`src/inc/twi_slave_tx_pkg.sv`:
```
// Constants, state encoding and carrier types for the two-wire slave transmitter.
// Assumes a single 250 MHz system clock; the bus clock is sampled, never used as a clock.
package twi_slave_tx_pkg;

  localparam logic [7:0] ST_OWN_READ_ACK = 8'ha8;
  localparam logic [7:0] ST_ARB_LOST_READ = 8'hb0;
  localparam logic [7:0] ST_DATA_ACK = 8'hb8;
  localparam logic [7:0] ST_DATA_NACK = 8'hc0;
  localparam logic [7:0] ST_LAST_ACK = 8'hc8;
  localparam logic [7:0] ST_NO_INFO = 8'hf8;
  localparam logic [7:0] ST_BUS_ERROR = 8'h00;

  localparam logic [2:0] PRESCALER_ZERO = 3'h0;
  localparam logic [6:0] GENERAL_CALL_ADDRESS = 7'h00;

  localparam logic [3:0] BIT_FIRST = 4'h0;
  localparam logic [3:0] BIT_LAST = 4'h7;
  localparam logic [3:0] ACK_DRIVE = 4'h8;
  localparam logic [3:0] ACK_DONE = 4'h9;

  localparam int CLK_PERIOD_NS = 4;
  localparam int START_HOLD_NS = 4000;
  localparam int START_HOLD_CYCLES = (START_HOLD_NS + CLK_PERIOD_NS - 1) / CLK_PERIOD_NS;
  localparam logic [9:0] START_HOLD_LAST = 10'(START_HOLD_CYCLES - 1);

  typedef enum logic [2:0] {
    S_IDLE,
    S_ADDR,
    S_ADDR_ACK,
    S_WAIT,
    S_TX,
    S_TX_ACK,
    S_ERR,
    S_START
  } state_t;

  typedef struct packed {
    logic job_done_clr;
    logic ack_enable;
    logic start_request;
    logic stop_request;
  } ctrl_t;

  typedef struct packed {
    logic scl_oe;
    logic sda_oe;
  } line_drive_t;

endpackage

```
`src/rtl/twi_slave_tx.sv`:
```
// Slave transmitter engine of a byte-oriented two-wire interface with status codes.
// Assumes open-drain lines resolved outside; control writes come from logic on clk_sys_i.
//
// Overview of operation
// - Own read address acked: status a8, done.
// - Arbitration lost then read-addressed: status b0.
// - Byte sent, master ACK: status b8, done.
// - Byte sent, master NOT ACK: status c0, done.
// - Final byte answered ACK: status c8.
// - Software loads byte, clears done; no ack-enable means last.
// - Clear with ack-enable set sends byte, expects ACK.
// - After c0/c8 without ack-enable, ignore all addresses.
// - After c0/c8 with ack-enable, recognise own address.
// - Start-request then issues START once bus free.
// - Status reads f8 whenever done is clear.
// - Misplaced START or STOP reports status 00.
// - Bus error sets the done flag.
// - Recovery: not addressed, stop-request self-clears.
// - Recovery releases lines, sends no STOP.
// - Status low three bits always read zero.
// - Done set stretches clock low, except on bus error; clear resumes.
// - Clocking after final byte is ignored, reads ones.
`timescale 1ns/1ps
module twi_slave_tx
  import twi_slave_tx_pkg::*;
(
  input wire logic clk_sys_i,
  input wire logic sys_rst_i,
  input wire logic scl_i,
  input wire logic sda_i,
  output logic scl_o,
  output logic scl_oe_o,
  output logic sda_o,
  output logic sda_oe_o,
  input wire logic [6:0] own_slave_address_i,
  input wire logic general_call_enable_i,
  input wire logic arb_lost_i,
  input wire logic ctrl_wr_i,
  input wire ctrl_t ctrl_i,
  input wire logic data_wr_i,
  input wire logic [7:0] data_i,
  output logic [7:0] bus_status_reg_o,
  output logic job_done_flag_o,
  output logic ack_enable_o,
  output logic start_request_o,
  output logic stop_request_o,
  output logic start_sent_o
);

  logic scl_m, scl_q, scl_p, sda_m, sda_q, sda_p;
  state_t st, next_st;
  logic [3:0] cnt, next_cnt;
  logic [7:0] sh, next_sh;
  logic [7:0] shift_data_reg, next_data;
  logic [7:0] code, next_code;
  logic done, next_done;
  logic last, next_last;
  logic ackd, next_ackd;
  logic arb, next_arb;
  logic busy, next_busy;
  logic sent, next_sent;
  logic [9:0] start_cnt, next_start_cnt;
  ctrl_t ctl, next_ctl;
  line_drive_t drv, next_drv;

  wire scl_rise = scl_q & ~scl_p;
  wire scl_fall = ~scl_q & scl_p;
  wire start_det = scl_q & scl_p & sda_p & ~sda_q;
  wire stop_det = scl_q & scl_p & ~sda_p & sda_q;
  wire sw_clear = ctrl_wr_i & ctrl_i.job_done_clr;
  wire own_hit = sh[6:0] == own_slave_address_i;
  wire gc_hit = general_call_enable_i & (sh[6:0] == GENERAL_CALL_ADDRESS);
  wire addr_hit = ctl.ack_enable & sda_q & (own_hit | gc_hit);
  wire send_more = (code == ST_OWN_READ_ACK) | (code == ST_ARB_LOST_READ) | (code == ST_DATA_ACK);
  wire in_frame = (st == S_ADDR_ACK) | (st == S_TX) | (st == S_TX_ACK) | ((st == S_ADDR) & (cnt != BIT_FIRST));
  wire illegal = (start_det | stop_det) & in_frame;

  always_comb begin
    next_st = st;
    next_cnt = cnt;
    next_sh = sh;
    next_data = data_wr_i ? data_i : shift_data_reg;
    next_code = code;
    next_done = done;
    next_last = last;
    next_ackd = ackd;
    next_arb = arb | arb_lost_i;
    next_busy = start_det ? 1'b1 : (stop_det ? 1'b0 : busy);
    next_sent = sent;
    next_start_cnt = start_cnt;
    next_ctl = ctl;
    next_drv = drv;
    if (ctrl_wr_i) begin
      next_ctl = ctrl_i;
      next_ctl.job_done_clr = 1'b0;
    end
    if (sw_clear) begin
      next_done = 1'b0;
    end
    case (st)
      S_IDLE: begin
        if (start_det) begin
          next_st = S_ADDR;
          next_cnt = BIT_FIRST;
        end else if (ctl.start_request && !busy) begin
          next_st = S_START;
          next_start_cnt = '0;
          next_drv.sda_oe = 1'b1;
        end
      end
      S_ADDR: begin
        if (start_det) begin
          next_cnt = BIT_FIRST;
        end else if (scl_rise) begin
          next_sh = {sh[6:0], sda_q};
          if (cnt != BIT_LAST) begin
            next_cnt = cnt + 4'h1;
          end else if (addr_hit) begin
            next_st = S_ADDR_ACK;
            next_cnt = ACK_DRIVE;
          end else begin
            next_st = S_IDLE;
          end
        end
      end
      S_ADDR_ACK: begin
        if (scl_fall && cnt == ACK_DRIVE) begin
          next_drv.sda_oe = 1'b1;
          next_cnt = ACK_DONE;
        end else if (scl_fall) begin
          next_drv.sda_oe = 1'b0;
          next_drv.scl_oe = 1'b1;
          next_st = S_WAIT;
          next_done = 1'b1;
          next_code = arb ? ST_ARB_LOST_READ : ST_OWN_READ_ACK;
          next_arb = 1'b0;
        end
      end
      S_WAIT: begin
        if (sw_clear && send_more) begin
          next_st = S_TX;
          next_sh = next_data;
          next_last = ~ctrl_i.ack_enable;
          next_cnt = BIT_FIRST;
          next_drv.sda_oe = ~next_data[7];
          next_drv.scl_oe = 1'b0;
        end else if (sw_clear) begin
          next_st = S_IDLE;
          next_drv = '0;
        end
      end
      S_TX: begin
        if (scl_fall && cnt == BIT_LAST) begin
          next_drv.sda_oe = 1'b0;
          next_st = S_TX_ACK;
        end else if (scl_fall) begin
          next_sh = {sh[6:0], 1'b0};
          next_drv.sda_oe = ~sh[6];
          next_cnt = cnt + 4'h1;
        end
      end
      S_TX_ACK: begin
        if (scl_rise) begin
          next_ackd = ~sda_q;
        end else if (scl_fall) begin
          next_st = S_WAIT;
          next_done = 1'b1;
          next_drv.scl_oe = 1'b1;
          next_code = !ackd ? ST_DATA_NACK : (last ? ST_LAST_ACK : ST_DATA_ACK);
        end
      end
      S_ERR: begin
        if (sw_clear && ctrl_i.stop_request) begin
          next_st = S_IDLE;
          next_ctl.stop_request = 1'b0;
          next_drv = '0;
        end
      end
      S_START: begin
        if (start_cnt != START_HOLD_LAST) begin
          next_start_cnt = start_cnt + 10'h001;
        end else if (!sent) begin
          next_drv.scl_oe = 1'b1;
          next_sent = 1'b1;
        end else if (sw_clear) begin
          next_st = S_IDLE;
          next_sent = 1'b0;
          next_drv = '0;
        end
      end
      default: begin
        next_st = S_IDLE;
      end
    endcase
    if (illegal) begin
      next_st = S_ERR;
      next_done = 1'b1;
      next_code = ST_BUS_ERROR;
      next_drv = '0;
    end
  end

  always_ff @(posedge clk_sys_i) begin
    scl_m <= scl_i;
    scl_q <= scl_m;
    scl_p <= scl_q;
    sda_m <= sda_i;
    sda_q <= sda_m;
    sda_p <= sda_q;
  end

  always_ff @(posedge clk_sys_i) begin
    if (sys_rst_i) begin
      st <= S_IDLE;
      cnt <= BIT_FIRST;
      sh <= '0;
      shift_data_reg <= '0;
      code <= ST_NO_INFO;
      done <= 1'b0;
      last <= 1'b0;
      ackd <= 1'b0;
      arb <= 1'b0;
      busy <= 1'b0;
      sent <= 1'b0;
      start_cnt <= '0;
      ctl <= '0;
      drv <= '0;
      bus_status_reg_o <= ST_NO_INFO;
    end else begin
      st <= next_st;
      cnt <= next_cnt;
      sh <= next_sh;
      shift_data_reg <= next_data;
      code <= next_code;
      done <= next_done;
      last <= next_last;
      ackd <= next_ackd;
      arb <= next_arb;
      busy <= next_busy;
      sent <= next_sent;
      start_cnt <= next_start_cnt;
      ctl <= next_ctl;
      drv <= next_drv;
      bus_status_reg_o <= next_done ? next_code : ST_NO_INFO;
    end
  end

  // Lines only ever pull low, so the driven level is a constant zero held in a flop.
  always_ff @(posedge clk_sys_i) begin
    scl_o <= 1'b0;
    sda_o <= 1'b0;
  end

  assign scl_oe_o = drv.scl_oe;
  assign sda_oe_o = drv.sda_oe;
  assign job_done_flag_o = done;
  assign ack_enable_o = ctl.ack_enable;
  assign start_request_o = ctl.start_request;
  assign stop_request_o = ctl.stop_request;
  assign start_sent_o = sent;

  a_status_no_info: assert property (@(posedge clk_sys_i) disable iff (sys_rst_i)
    !job_done_flag_o |-> bus_status_reg_o == ST_NO_INFO) else $error("status not f8 while done clear");
  a_prescaler_zero: assert property (@(posedge clk_sys_i) disable iff (sys_rst_i)
    bus_status_reg_o[2:0] == PRESCALER_ZERO) else $error("status low bits not zero");
  a_wait_stretch: assert property (@(posedge clk_sys_i) disable iff (sys_rst_i)
    st == S_WAIT |-> scl_oe_o && job_done_flag_o) else $error("clock not stretched while done");
  a_addr_done_code: assert property (@(posedge clk_sys_i) disable iff (sys_rst_i)
    $rose(job_done_flag_o) && $past(st) == S_ADDR_ACK |->
      bus_status_reg_o == ST_OWN_READ_ACK || bus_status_reg_o == ST_ARB_LOST_READ) else $error("bad address status");
  a_tx_done_code: assert property (@(posedge clk_sys_i) disable iff (sys_rst_i)
    $rose(job_done_flag_o) && $past(st) == S_TX_ACK |-> bus_status_reg_o ==
      (!$past(ackd) ? ST_DATA_NACK : ($past(last) ? ST_LAST_ACK : ST_DATA_ACK))) else $error("bad data status");
  a_tx_resume: assert property (@(posedge clk_sys_i) disable iff (sys_rst_i)
    st == S_WAIT && sw_clear && send_more && ctrl_i.ack_enable |=> st == S_TX && !last && !scl_oe_o)
    else $error("byte not sent after clear");
  a_err_flag: assert property (@(posedge clk_sys_i) disable iff (sys_rst_i)
    illegal |=> st == S_ERR && job_done_flag_o && bus_status_reg_o == ST_BUS_ERROR
      && !scl_oe_o && !sda_oe_o) else $error("bus error not reported");
  a_err_recover: assert property (@(posedge clk_sys_i) disable iff (sys_rst_i)
    st == S_ERR && sw_clear && ctrl_i.stop_request && !illegal |=> st == S_IDLE && !stop_request_o
      && ack_enable_o == $past(ctrl_i.ack_enable) && !sda_oe_o && !scl_oe_o) else $error("recovery wrong");
  a_tx_scl_low: assert property (@(posedge clk_sys_i) disable iff (sys_rst_i)
    st == S_TX && $past(st) == S_TX && $changed(sda_oe_o) |-> !scl_q) else $error("data changed with clock high");
  a_idle_release: assert property (@(posedge clk_sys_i) disable iff (sys_rst_i)
    st == S_IDLE |-> !sda_oe_o && !scl_oe_o) else $error("lines held while not addressed");

endmodule // twi_slave_tx

```
`config.mk`:
```
export PLATFORM = sky130hd
export DESIGN_NAME = twi_slave_tx
export DESIGN_NICKNAME = d
export VERILOG_FILES = /design/src/inc/twi_slave_tx_pkg.sv /design/src/rtl/twi_slave_tx.sv
export SDC_FILE = /design/constraint.sdc
export NUM_CORES = 1
export LEC_CHECK = 0
export BUFFER_PORTS_ARGS = -buffer_cell sky130_fd_sc_hd__buf_2
export CAP_MARGIN = 20
export CORE_UTILIZATION = 60
export CTS_CLUSTER_DIAMETER = 50
export DETAILED_ROUTE_END_ITERATION = 7
export PLACE_DENSITY = 0.83
export SYNTH_ARGS = -nofsm -noshare
export SYNTH_HDL_FRONTEND = slang
export SYNTH_SLANG_ARGS = --single-unit
```
`constraint.sdc`:
```
create_clock -name clk_sys_i -period 4.9 [get_ports clk_sys_i]
set_clock_uncertainty 0.1 [all_clocks]
set_input_delay 0.49 -clock clk_sys_i [delete_from_list [all_inputs] [get_ports clk_sys_i]]
set_output_delay 0.49 -clock clk_sys_i [all_outputs]
set_load 0.05 [all_outputs]
```
Word-level counts from Yosys, hierarchy flattened
Index checks and enable logic that the tools add are counted.
{"block": "word_totals", "output_inout_bits": 17, "word_cells": 213, "reg_bits": 65}
{"block": "classes", "mux": 80, "n_reduce_logical": 27, "bitwise": 30, "addsub": 2, "eq_ne": 49}
{"cell": "$mux 7", "count": 7}
{"cell": "$mux 8", "count": 6}
{"cell": "$mux 3", "count": 15}
{"cell": "$mux 4", "count": 9}
{"cell": "$ne 2x2->1 const B", "count": 17}
{"cell": "$mux 10", "count": 3}
{"cell": "$ne 3x3->1 const B", "count": 10}
{"cell": "$mux 1", "count": 25}
{"cell": "$eq 8x8->1 const B", "count": 3}
{"cell": "$pmux 3 s8", "count": 1}
{"cell": "$pmux 7 s3", "count": 1}
{"cell": "$pmux 10 s2", "count": 1}
{"cell": "$pmux 4 s5", "count": 1}
{"cell": "$reduce_and 10->1", "count": 2}
{"cell": "$pmux 8 s2", "count": 1}
{"cell": "$reduce_and 8->1", "count": 2}
{"cell": "$and 1x1->1", "count": 13}
{"cell": "$eq 3x3->1 const B", "count": 4}
{"cell": "$mux 2", "count": 6}
{"cell": "$add 10x1->10 const B", "count": 1}
{"cell": "$ne 10x10->1 const B", "count": 1}
{"cell": "$reduce_bool 5->1", "count": 2}
{"cell": "$ne 3x2->1 const B", "count": 3}
{"cell": "$not 1->1", "count": 9}
{"cell": "27 further kinds", "count": 45}

Depth between registers and ports, before layout
Gate-level depths: netlist (run 1).
{"block": "depth", "word_depth": 10, "mapped_depth": 8}

Least setup slack after synthesis (run 1)
OpenSTA, ideal clock, no wires.
{"block": "synth_timing", "path_kind": "input -> register", "from": "input port ctrl_wr_i", "to": "register cnt[0]", "arrival_ns": 1.822, "required_ns": 4.669, "slack_ns": 2.847, "path_stages": 7, "cell_sequence": "buf_2 nand2_2 and4bb_2 o2bb2ai_1 or3_1 nor3_1 nor3_1"}
{"block": "synth_between", "elab_chain_len": 4}
{"item": "start: declaration", "line_no": "twi_slave_tx.sv:38", "rtl": "input wire logic ctrl_wr_i,"}
{"item": "$and 1x1->1", "line_no": "twi_slave_tx.sv:70", "rtl": "wire sw_clear = ctrl_wr_i & ctrl_i.job_done_clr;"}
{"item": "$logic_and 1x1->1", "line_no": "twi_slave_tx.sv:140", "rtl": "if (sw_clear && send_more) begin"}
{"item": "$ne 2x2->1 (no source line)"}
{"item": "$reduce_and 8->1 (no source line)"}
{"item": "end signal: assignment", "line_no": "twi_slave_tx.sv:231", "rtl": "cnt <= next_cnt;"}
{"item": "end: declaration", "line_no": "twi_slave_tx.sv:52", "rtl": "logic [3:0] cnt, next_cnt;"}
Every way passes these cells.
A chain may end at the register's enable or synchronous reset.

Final worst setup path (run 1)
{"block": "layout_timing", "from": "register st[0]", "to": "register sh[6]"}
{"block": "layout_between", "elab_chain_len": 3}
{"item": "start: declaration", "line_no": "twi_slave_tx.sv:51", "rtl": "state_t st, next_st;"}
{"item": "start signal: assignment", "line_no": "twi_slave_tx.sv:230", "rtl": "st <= next_st;"}
{"item": "$eq 3x2->1, or another cell as far along", "line_no": "twi_slave_tx.sv:100", "rtl": "case (st)"}
{"item": "$ne 2x2->1 (no source line) or $reduce_bool 3->1 (tied branches)"}
{"item": "$reduce_and 6->1 (no source line)"}
{"item": "end signal: assignment", "line_no": "twi_slave_tx.sv:232", "rtl": "sh <= next_sh;"}
{"item": "end: declaration", "line_no": "twi_slave_tx.sv:53", "rtl": "logic [7:0] sh, next_sh;"}
Several ways; a longest one is shown, not always the timed one.

==> results of run 1 <==
==> layout make-up <==
class | instances | area, um2 | share of cell area
clock inverter | 5 | 31.3 | 0.00856
tap | 70 | 87.6 | 0.0240
clock buffer | 11 | 141 | 0.0387
multi-input combinational | 292 | 1870 | 0.512
timing repair buffer | 41 | 205 | 0.0561
inverter | 5 | 18.8 | 0.00513
sequential | 65 | 1300 | 0.356
==> worst paths after layout <==
check	from	to	slack (ns)	cells past startpoint
worst min-delay path	sda_i	sda_m	0.14	1
worst min register to register	sda_m	sda_q	0.23	0
worst max register to register	st[0]	sh[6]	2.17	5
worst max-delay path	st[0]	sh[6]	2.17	5
==> cells in the mapped netlist, drive strengths merged, types with 3 or more instances <==
| master | number | share of area |
|---|---|---|
| a211o | 3 | 0.0080 |
| nor3b | 10 | 0.023 |
| o21bai | 4 | 0.0091 |
| nand3b | 4 | 0.0091 |
| dfxtp | 65 | 0.40 |
| nand2b | 13 | 0.027 |
| nand4b | 3 | 0.013 |
| buf | 15 | 0.026 |
| xnor2 | 13 | 0.035 |
| nor2 | 50 | 0.057 |
| inv | 4 | 0.0046 |
| xor2 | 4 | 0.011 |
| nor3 | 10 | 0.020 |
| and2 | 5 | 0.0095 |
| clkbuf | 5 | 0.0057 |
| nand3 | 11 | 0.017 |
| a21oi | 23 | 0.040 |
| nand2 | 30 | 0.035 |
| and3b | 3 | 0.0080 |
| nor4b | 3 | 0.0099 |
| o211ai | 4 | 0.0091 |
| nand4 | 3 | 0.0057 |
| or3 | 6 | 0.011 |
| and3 | 4 | 0.0076 |
| o21ai | 17 | 0.026 |
| nor2b | 7 | 0.013 |
| a211oi | 7 | 0.017 |
| mux2i | 19 | 0.058 |
| ha | 3 | 0.011 |
==> metal layers <==
metal	GRT usage	vias to the layer above	wire length, um
li1	-	1416	-
met1	0.344	1358	3290
met2	0.421	96	3280
met3	0.0814	8	458
met4	0.0692	0	68
met5	0	-	0
==> power by group through the flow <==
stage                     clock, mW  combinational [mW]  sequential (mW)
final                         0.393               0.542            0.677
after global routing          0.430               0.595            0.686
after CTS                     0.404               0.534            0.672
after detailed placement          0               0.529            0.683
after global placement            0               0.518            0.679
after floorplan                   0               0.456            0.650
==> stage by stage <==
step / worst slack, ns / util / total power [mW] / std cells / instance area (um2)
detailed placement: 2.29 / 0.669 / 1.21 / 473 / 3480
global route: 2.05 / 0.702 / 1.71 / 489 / 3660
finish: 2.17 / 0.702 / 1.61 / 489 / 3660
floorplan: 2.85 / - / 1.11 / 382 / 3300
global placement: 2.35 / 0.669 / 1.20 / 473 / 3480
CTS: 2.25 / 0.702 / 1.61 / 489 / 3660
==> logic make-up after synthesis <==
logic type	Yosys count	synth area share
buffers and inverters	25	0.0376
adder cells (fa/ha/maj)	3	0.0114
AND/OR/NAND/NOR	171	0.289
XOR/XNOR	17	0.0452
multiplexers	19	0.0578
flip-flops	65	0.395
other	1	0.00114
AO/OA/AOI/OAI	80	0.162
==> worst max-delay path: stages, from the launching register on <==
cell and delay [ns]:
dfxtp_1 0.87, clkinv_1 0.47, or3_1 0.50, a21oi_4 0.34, mux2i_1 0.25, nor2_1 0.06
==> summary.txt, run 1 <==
Outcome
  – Status: finished, final reports clean

Floorplanning
  – IO Pins: 44
  – Chip height: 76.1 um
  – Die area: 5790 um2
  – Core Footprint: 5200 um2
  – Die Wd: 76.1 um
  – Placement Rows: 26
  – Initial Utilization: 0.632

Clocking
  – Num Clock Sinks: 65
  – Clock root cell: clkbuf_8
  – Gates resized, CTS repair: 0
  – Longest Clk Path Bufs: 2
  – Number of H-tree levels: 3
  – CTS Hold Bufs: 0
  – CTS tree: built
  – Worst-Skew Late Latency: 0.34 ns
  – CTS Buf Count: 9
  – Postcts setup bufs: 0
  – Clock Pin Slew Worst Setup and Hold Paths: 0.07 ns

STA
  – RSZ-0062 raised after global routing: false
  – Fmax: 0.366 GHz
  – Period utilisation layout: 0.557
  – Endpoints failing setup: 0
  – Slew @ Worst Pin: 0.846 ns
  – Rel. slew slack: 0.435
  – Final hold slack: 0.143 ns
  – Max Transition Viols Final: 0
  – Final Hold Viols: 0
  – Fin crit period: 2.73 ns
  – Post-route setup TNS: 0 ns

Place
  – Post-DP HPWL: 5020 um
  – Gpl congestion: 0.889
  – Port Buffer Count: 41

Global routing
  – GRT Overall Usage: 0.263
  – Largest net degree at the start of global routing: 40
  – Vias in the first global route: 2642
  – Initial antenna violation count: 0
  – First-pass GRT wire length: 12100 um
  – Gr ovfl total: 0

Cells and area
  – Number of fill cells: 441
  – # nets final: 444
  – Ant. Diodes: 0
  – Largest Register: start_cnt
  – Most common cell after layout, fill and taps aside: dfxtp_1
  – Largest register FFs: 10
  – Layout cell share with drive strength beyond 1: 0.167
  – Most frequent cells in the layout: 65 x dfxtp_1, 50 x nor2_1, 41 x buf_2
  – Layout area overhead: 11.1%

Drt
  – Final wirelength: 7100 um
  – WL per Instance: 14.5 um
  – Via/cell ratio: 5.89
  – First-pass DRT Iterations: 5
  – DRC errors left: 0
  – Via count: 2878
  – Antenna Nets Post-Route: 0
  – Initial drt markers: 226

Synthesis
  – Mean post-synth cell area: 8.64 um2
  – Warnings from Yosys: 0
  – Synthesis-stage register bit count: 65
  – Sequential cell area fraction in the yosys report: 0.395
  – Synth unique cells: 67
  – Post-synth EDFFs: 0
  – Post-Syn Instances: 381
  – Share of flip-flops with an asynchronous set or reset: 0
  – Post-Synthesis Cell Area: 3290 um2
  – Ys flop type: dfxtp_1

Run
  – Max_cap viols: 0

Pwr
  – Sw frac: 0.388
  – VDD IR max: 0.000285 V
  – Internal Pwr Total: 0.987 mW
  – Gate power share: 0.336
  – Clk pwr share: 0.244
  – Leakage: 1.42 nW
  – P per Cell Area: 441 nW/um2
  – P_sw: 0.625 mW
  – Sequential power share: 0.420

Critical path
  – Nature of the critical path endpoint: flip-flop
  – Worst-path fanout max: 25
  – CP required: 5.01 ns
  – CP arrival: 2.84 ns
  – Critical Path Start Type: flip-flop
  – Setup CP Type: flip-flop to flip-flop

Hold path
  – Hold Crit Class: input pin to flip-flop
Note: power is estimated with default switching activity, not from simulation.
==> run 2, diff against run 1 <==
- ABC_AREA: default -> 1
- CORE_UTILIZATION: 60 -> 52
- PLACE_DENSITY: 0.83 -> 0.76
- clock period: 4.9 -> 2.5 ns (I/O delays scaled with it)
==> run 2 against run 1 <==
Effect of this change:
- sequential cell count is the same
- core utilization down 6.8 points
- setup slack worse by 1.8 ns
- clock-buffer cell count shrank 1
- sequential share of layout area is 1.7 points lower
- non-clock buffer count is 3 higher
- combinational power grew to 2.5 times the previous value
==> summary.txt, run 2 <==
Outcome
  – Status: finished, final reports clean (unchanged)

Drt
  – WL per Instance: 13.0 um (was 14.5 um)
  – First-pass DRT Iterations: 5 (unchanged)
  – Antenna Nets Post-Route: 0 (unchanged)
  – Final wirelength: 7870 um (was 7100 um)
  – Via count: 3228 (was 2878)
  – Initial drt markers: 193 (was 226)
  – Via/cell ratio: 5.31 (was 5.89)
  – DRC errors left: 0 (unchanged)

Synthesis
  – Synth unique cells: 40 (was 67)
  – Post-synth top area share: 0.391 (was 0.395)
  – Synthesis-stage register bit count: 65 (unchanged)
  – Ys flop type: dfxtp_1 (unchanged)
  – Post-Syn Instances: 480 (was 381)
  – Synth area leaders: dfxtp_1 39%, nand2_1 13%, nor2_1 6.9% (was dfxtp_1 40%, mux2i_1 5.8%, nor2_1 5.7%)
  – Warnings from Yosys: 0 (unchanged)
  – Most frequent cell after synthesis: nand2_1 (was dfxtp_1)
  – Post-Synthesis Cell Area: 3330 um2 (was 3290 um2)
  – Share of flip-flops with an asynchronous set or reset: 0 (unchanged)
  – Synth area leader: dfxtp_1 (unchanged)
  – Post-synth EDFFs: 0 (unchanged)
  – Post-synth top cells: 114 x nand2_1, 65 x dfxtp_1, 61 x nor2_1 (was 65 x dfxtp_1, 50 x nor2_1, 29 x nand2_1)
  – Mean post-synth cell area: 6.93 um2 (was 8.64 um2)
  – Sequential cell area fraction in the yosys report: 0.391 (was 0.395)

Cells and area
  – Most frequent cells in the layout: 114 x nand2_1, 65 x dfxtp_1, 61 x nor2_1 (was 65 x dfxtp_1, 50 x nor2_1, 41 x buf_2)
  – Layout cell share with drive strength beyond 1: 0.184 (was 0.167)
  – Largest register FFs: 10 (unchanged)
  – Layout area overhead: 15.5% (was 11.1%)
  – Largest Register: start_cnt (unchanged)
  – # nets final: 558 (was 444)
  – Most common cell after layout, fill and taps aside: nand2_1 (was dfxtp_1)
  – Post-route insts no fill: 608 (was 489)
  – Finished Core Util: 0.634 (was 0.702)
  – Ant. Diodes: 0 (unchanged)

Floorplanning
  – IO Pins: 44 (unchanged)
  – Initial Utilization: 0.549 (was 0.632)
  – Die area: 6720 um2 (was 5790 um2)
  – Placement Rows: 28 (was 26)
  – Die Wd: 82 um (was 76.1 um)
  – Core Footprint: 6060 um2 (was 5200 um2)
  – Chip height: 82 um (was 76.1 um)

Global routing
  – Vias in the first global route: 2970 (was 2642)
  – GRT Overall Usage: 0.259 (was 0.263)
  – First-pass GRT wire length: 13100 um (was 12100 um)
  – Initial antenna violation count: 0 (unchanged)
  – Gr ovfl total: 0 (unchanged)
  – Largest net degree at the start of global routing: 16 (was 40)

STA
  – Endpoints failing setup: 0 (unchanged)
  – Max Transition Viols Final: 0 (unchanged)
  – Slew @ Worst Pin: 0.552 ns (was 0.846 ns)
  – Period utilisation layout: 0.835 (was 0.557)
  – Fin crit period: 2.09 ns (was 2.73 ns)
  – Rel. slew slack: 0.631 (was 0.435)
  – Post-route setup TNS: 0 ns (unchanged)
  – RSZ-0062 raised after global routing: false (unchanged)
  – Fmax: 0.479 GHz (was 0.366 GHz)
  – Final Hold Viols: 0 (unchanged)

Clocking
  – Number of H-tree levels: 3 (unchanged)
  – Worst-Skew Late Latency: 0.34 ns (about the same)
  – CTS Buf Count: 9 (unchanged)
  – Num Clock Sinks: 65 (unchanged)
  – CTS tree: built (unchanged)
  – Clock root cell: clkbuf_8 (unchanged)
  – Postcts setup bufs: 0 (unchanged)
  – Longest Clk Path Bufs: 2 (unchanged)
  – Clock Pin Slew Worst Setup and Hold Paths: 0.07 ns (about the same)

Pwr
  – Total chip power: 3.70 mW (was 1.61 mW)
  – P per Cell Area: 963 nW/um2 (was 441 nW/um2)
  – Leakage: 1.80 nW (was 1.42 nW)
  – VDD IR max: 0.000515 V (was 0.000285 V)

Place
  – Gpl congestion: 0.961 (was 0.889)
  – Port Buffer Count: 41 (unchanged)
  – Post-DP HPWL: 5840 um (was 5020 um)
  – DP Cell Count: 590 (was 473)

Critical path
  – FF-to-FF path depth: 11 (was 5)
  – Worst-path fanout max: 8 (was 25)
  – CP arrival: 2.22 ns (was 2.84 ns)
  – CP required: 2.64 ns (was 5.01 ns)
  – Critical Path Start Type: flip-flop (unchanged)
  – Setup CP Type: flip-flop to flip-flop (unchanged)
  – Nature of the critical path endpoint: flip-flop (unchanged)

Hold path
  – Hold depth: 2 (was 1)
  – Hold Crit Class: input pin to flip-flop (unchanged)

Run
  – Max_cap viols: 0 (unchanged)
## run 2: timing repair
action	in CTS	in global routing
hold buffers	2	0
resized for setup	0	0
hold endpoints to repair	2	0
## run 2: kinds of logic after synthesis
logic type	share of synthesized area
compound gates	0.139
fa+ha+maj	0.0113
other cells	0.00113
mux	0.0271
flops	0.391
buf+inv	0.0932
xor+xnor	0.0105
simple gates	0.327
## run 2: critical path: stages, from the launching register on
cell,delay [ns]
dfxtp_1,0.54
nand2_1,0.19
nor2_2,0.26
inv_2,0.12
nor2_1,0.23
nand3_1,0.11
o31ai_1,0.09
inv_1,0.10
nand2_1,0.11
nand2_1,0.06
nand2_1,0.05
nor2_1,0.04
## run 2: metrics by stage
step                worst slack (ns)  area, um2  hold WS, ns
global placement               0.488       3600        0.210
detailed placement             0.505       3600        0.213
finish                         0.413       3840       0.0296
global route                   0.274       3840       0.0179
CTS                            0.475       3840       0.0206
floorplan                      0.599       3330        0.178
## run 2: cell type report
cell class / count / area (um2)
Multi-Input combinational cell: 337 / 1720
Clock inverter: 6 / 90.1
Timing Repair Buffer: 44 / 233
Inverter: 71 / 269
Tap cell: 75 / 93.8
Fill cell: 556 / 2220
Clock buffer: 10 / 138
Sequential cell: 65 / 1300
## run 2: final timing paths
check | start | to | slack (ns)
worst max-delay path | st[2] | st[1] | 0.41
worst min register to register | sda_m | sda_q | 0.23
worst max register to register | st[2] | st[1] | 0.41
worst min-delay path | ctrl_i[2] | last | 0.03
## run 2: where the power goes
group / leakage [nW] / internal [mW] / switching [mW]
Combinational: 1.16 / 0.451 / 0.919
Sequential: 0.533 / 1.17 / 0.139
Clock: 0.113 / 0.592 / 0.428
## run 2: metal layers
layer | GRT usage | wire length [um] | vias up
met5 | 0 | 0 | -
met3 | 0.0522 | 390 | 27
met1 | 0.312 | 3540 | 1439
li1 | - | - | 1645
met2 | 0.424 | 3690 | 117
met4 | 0.154 | 257 | 0
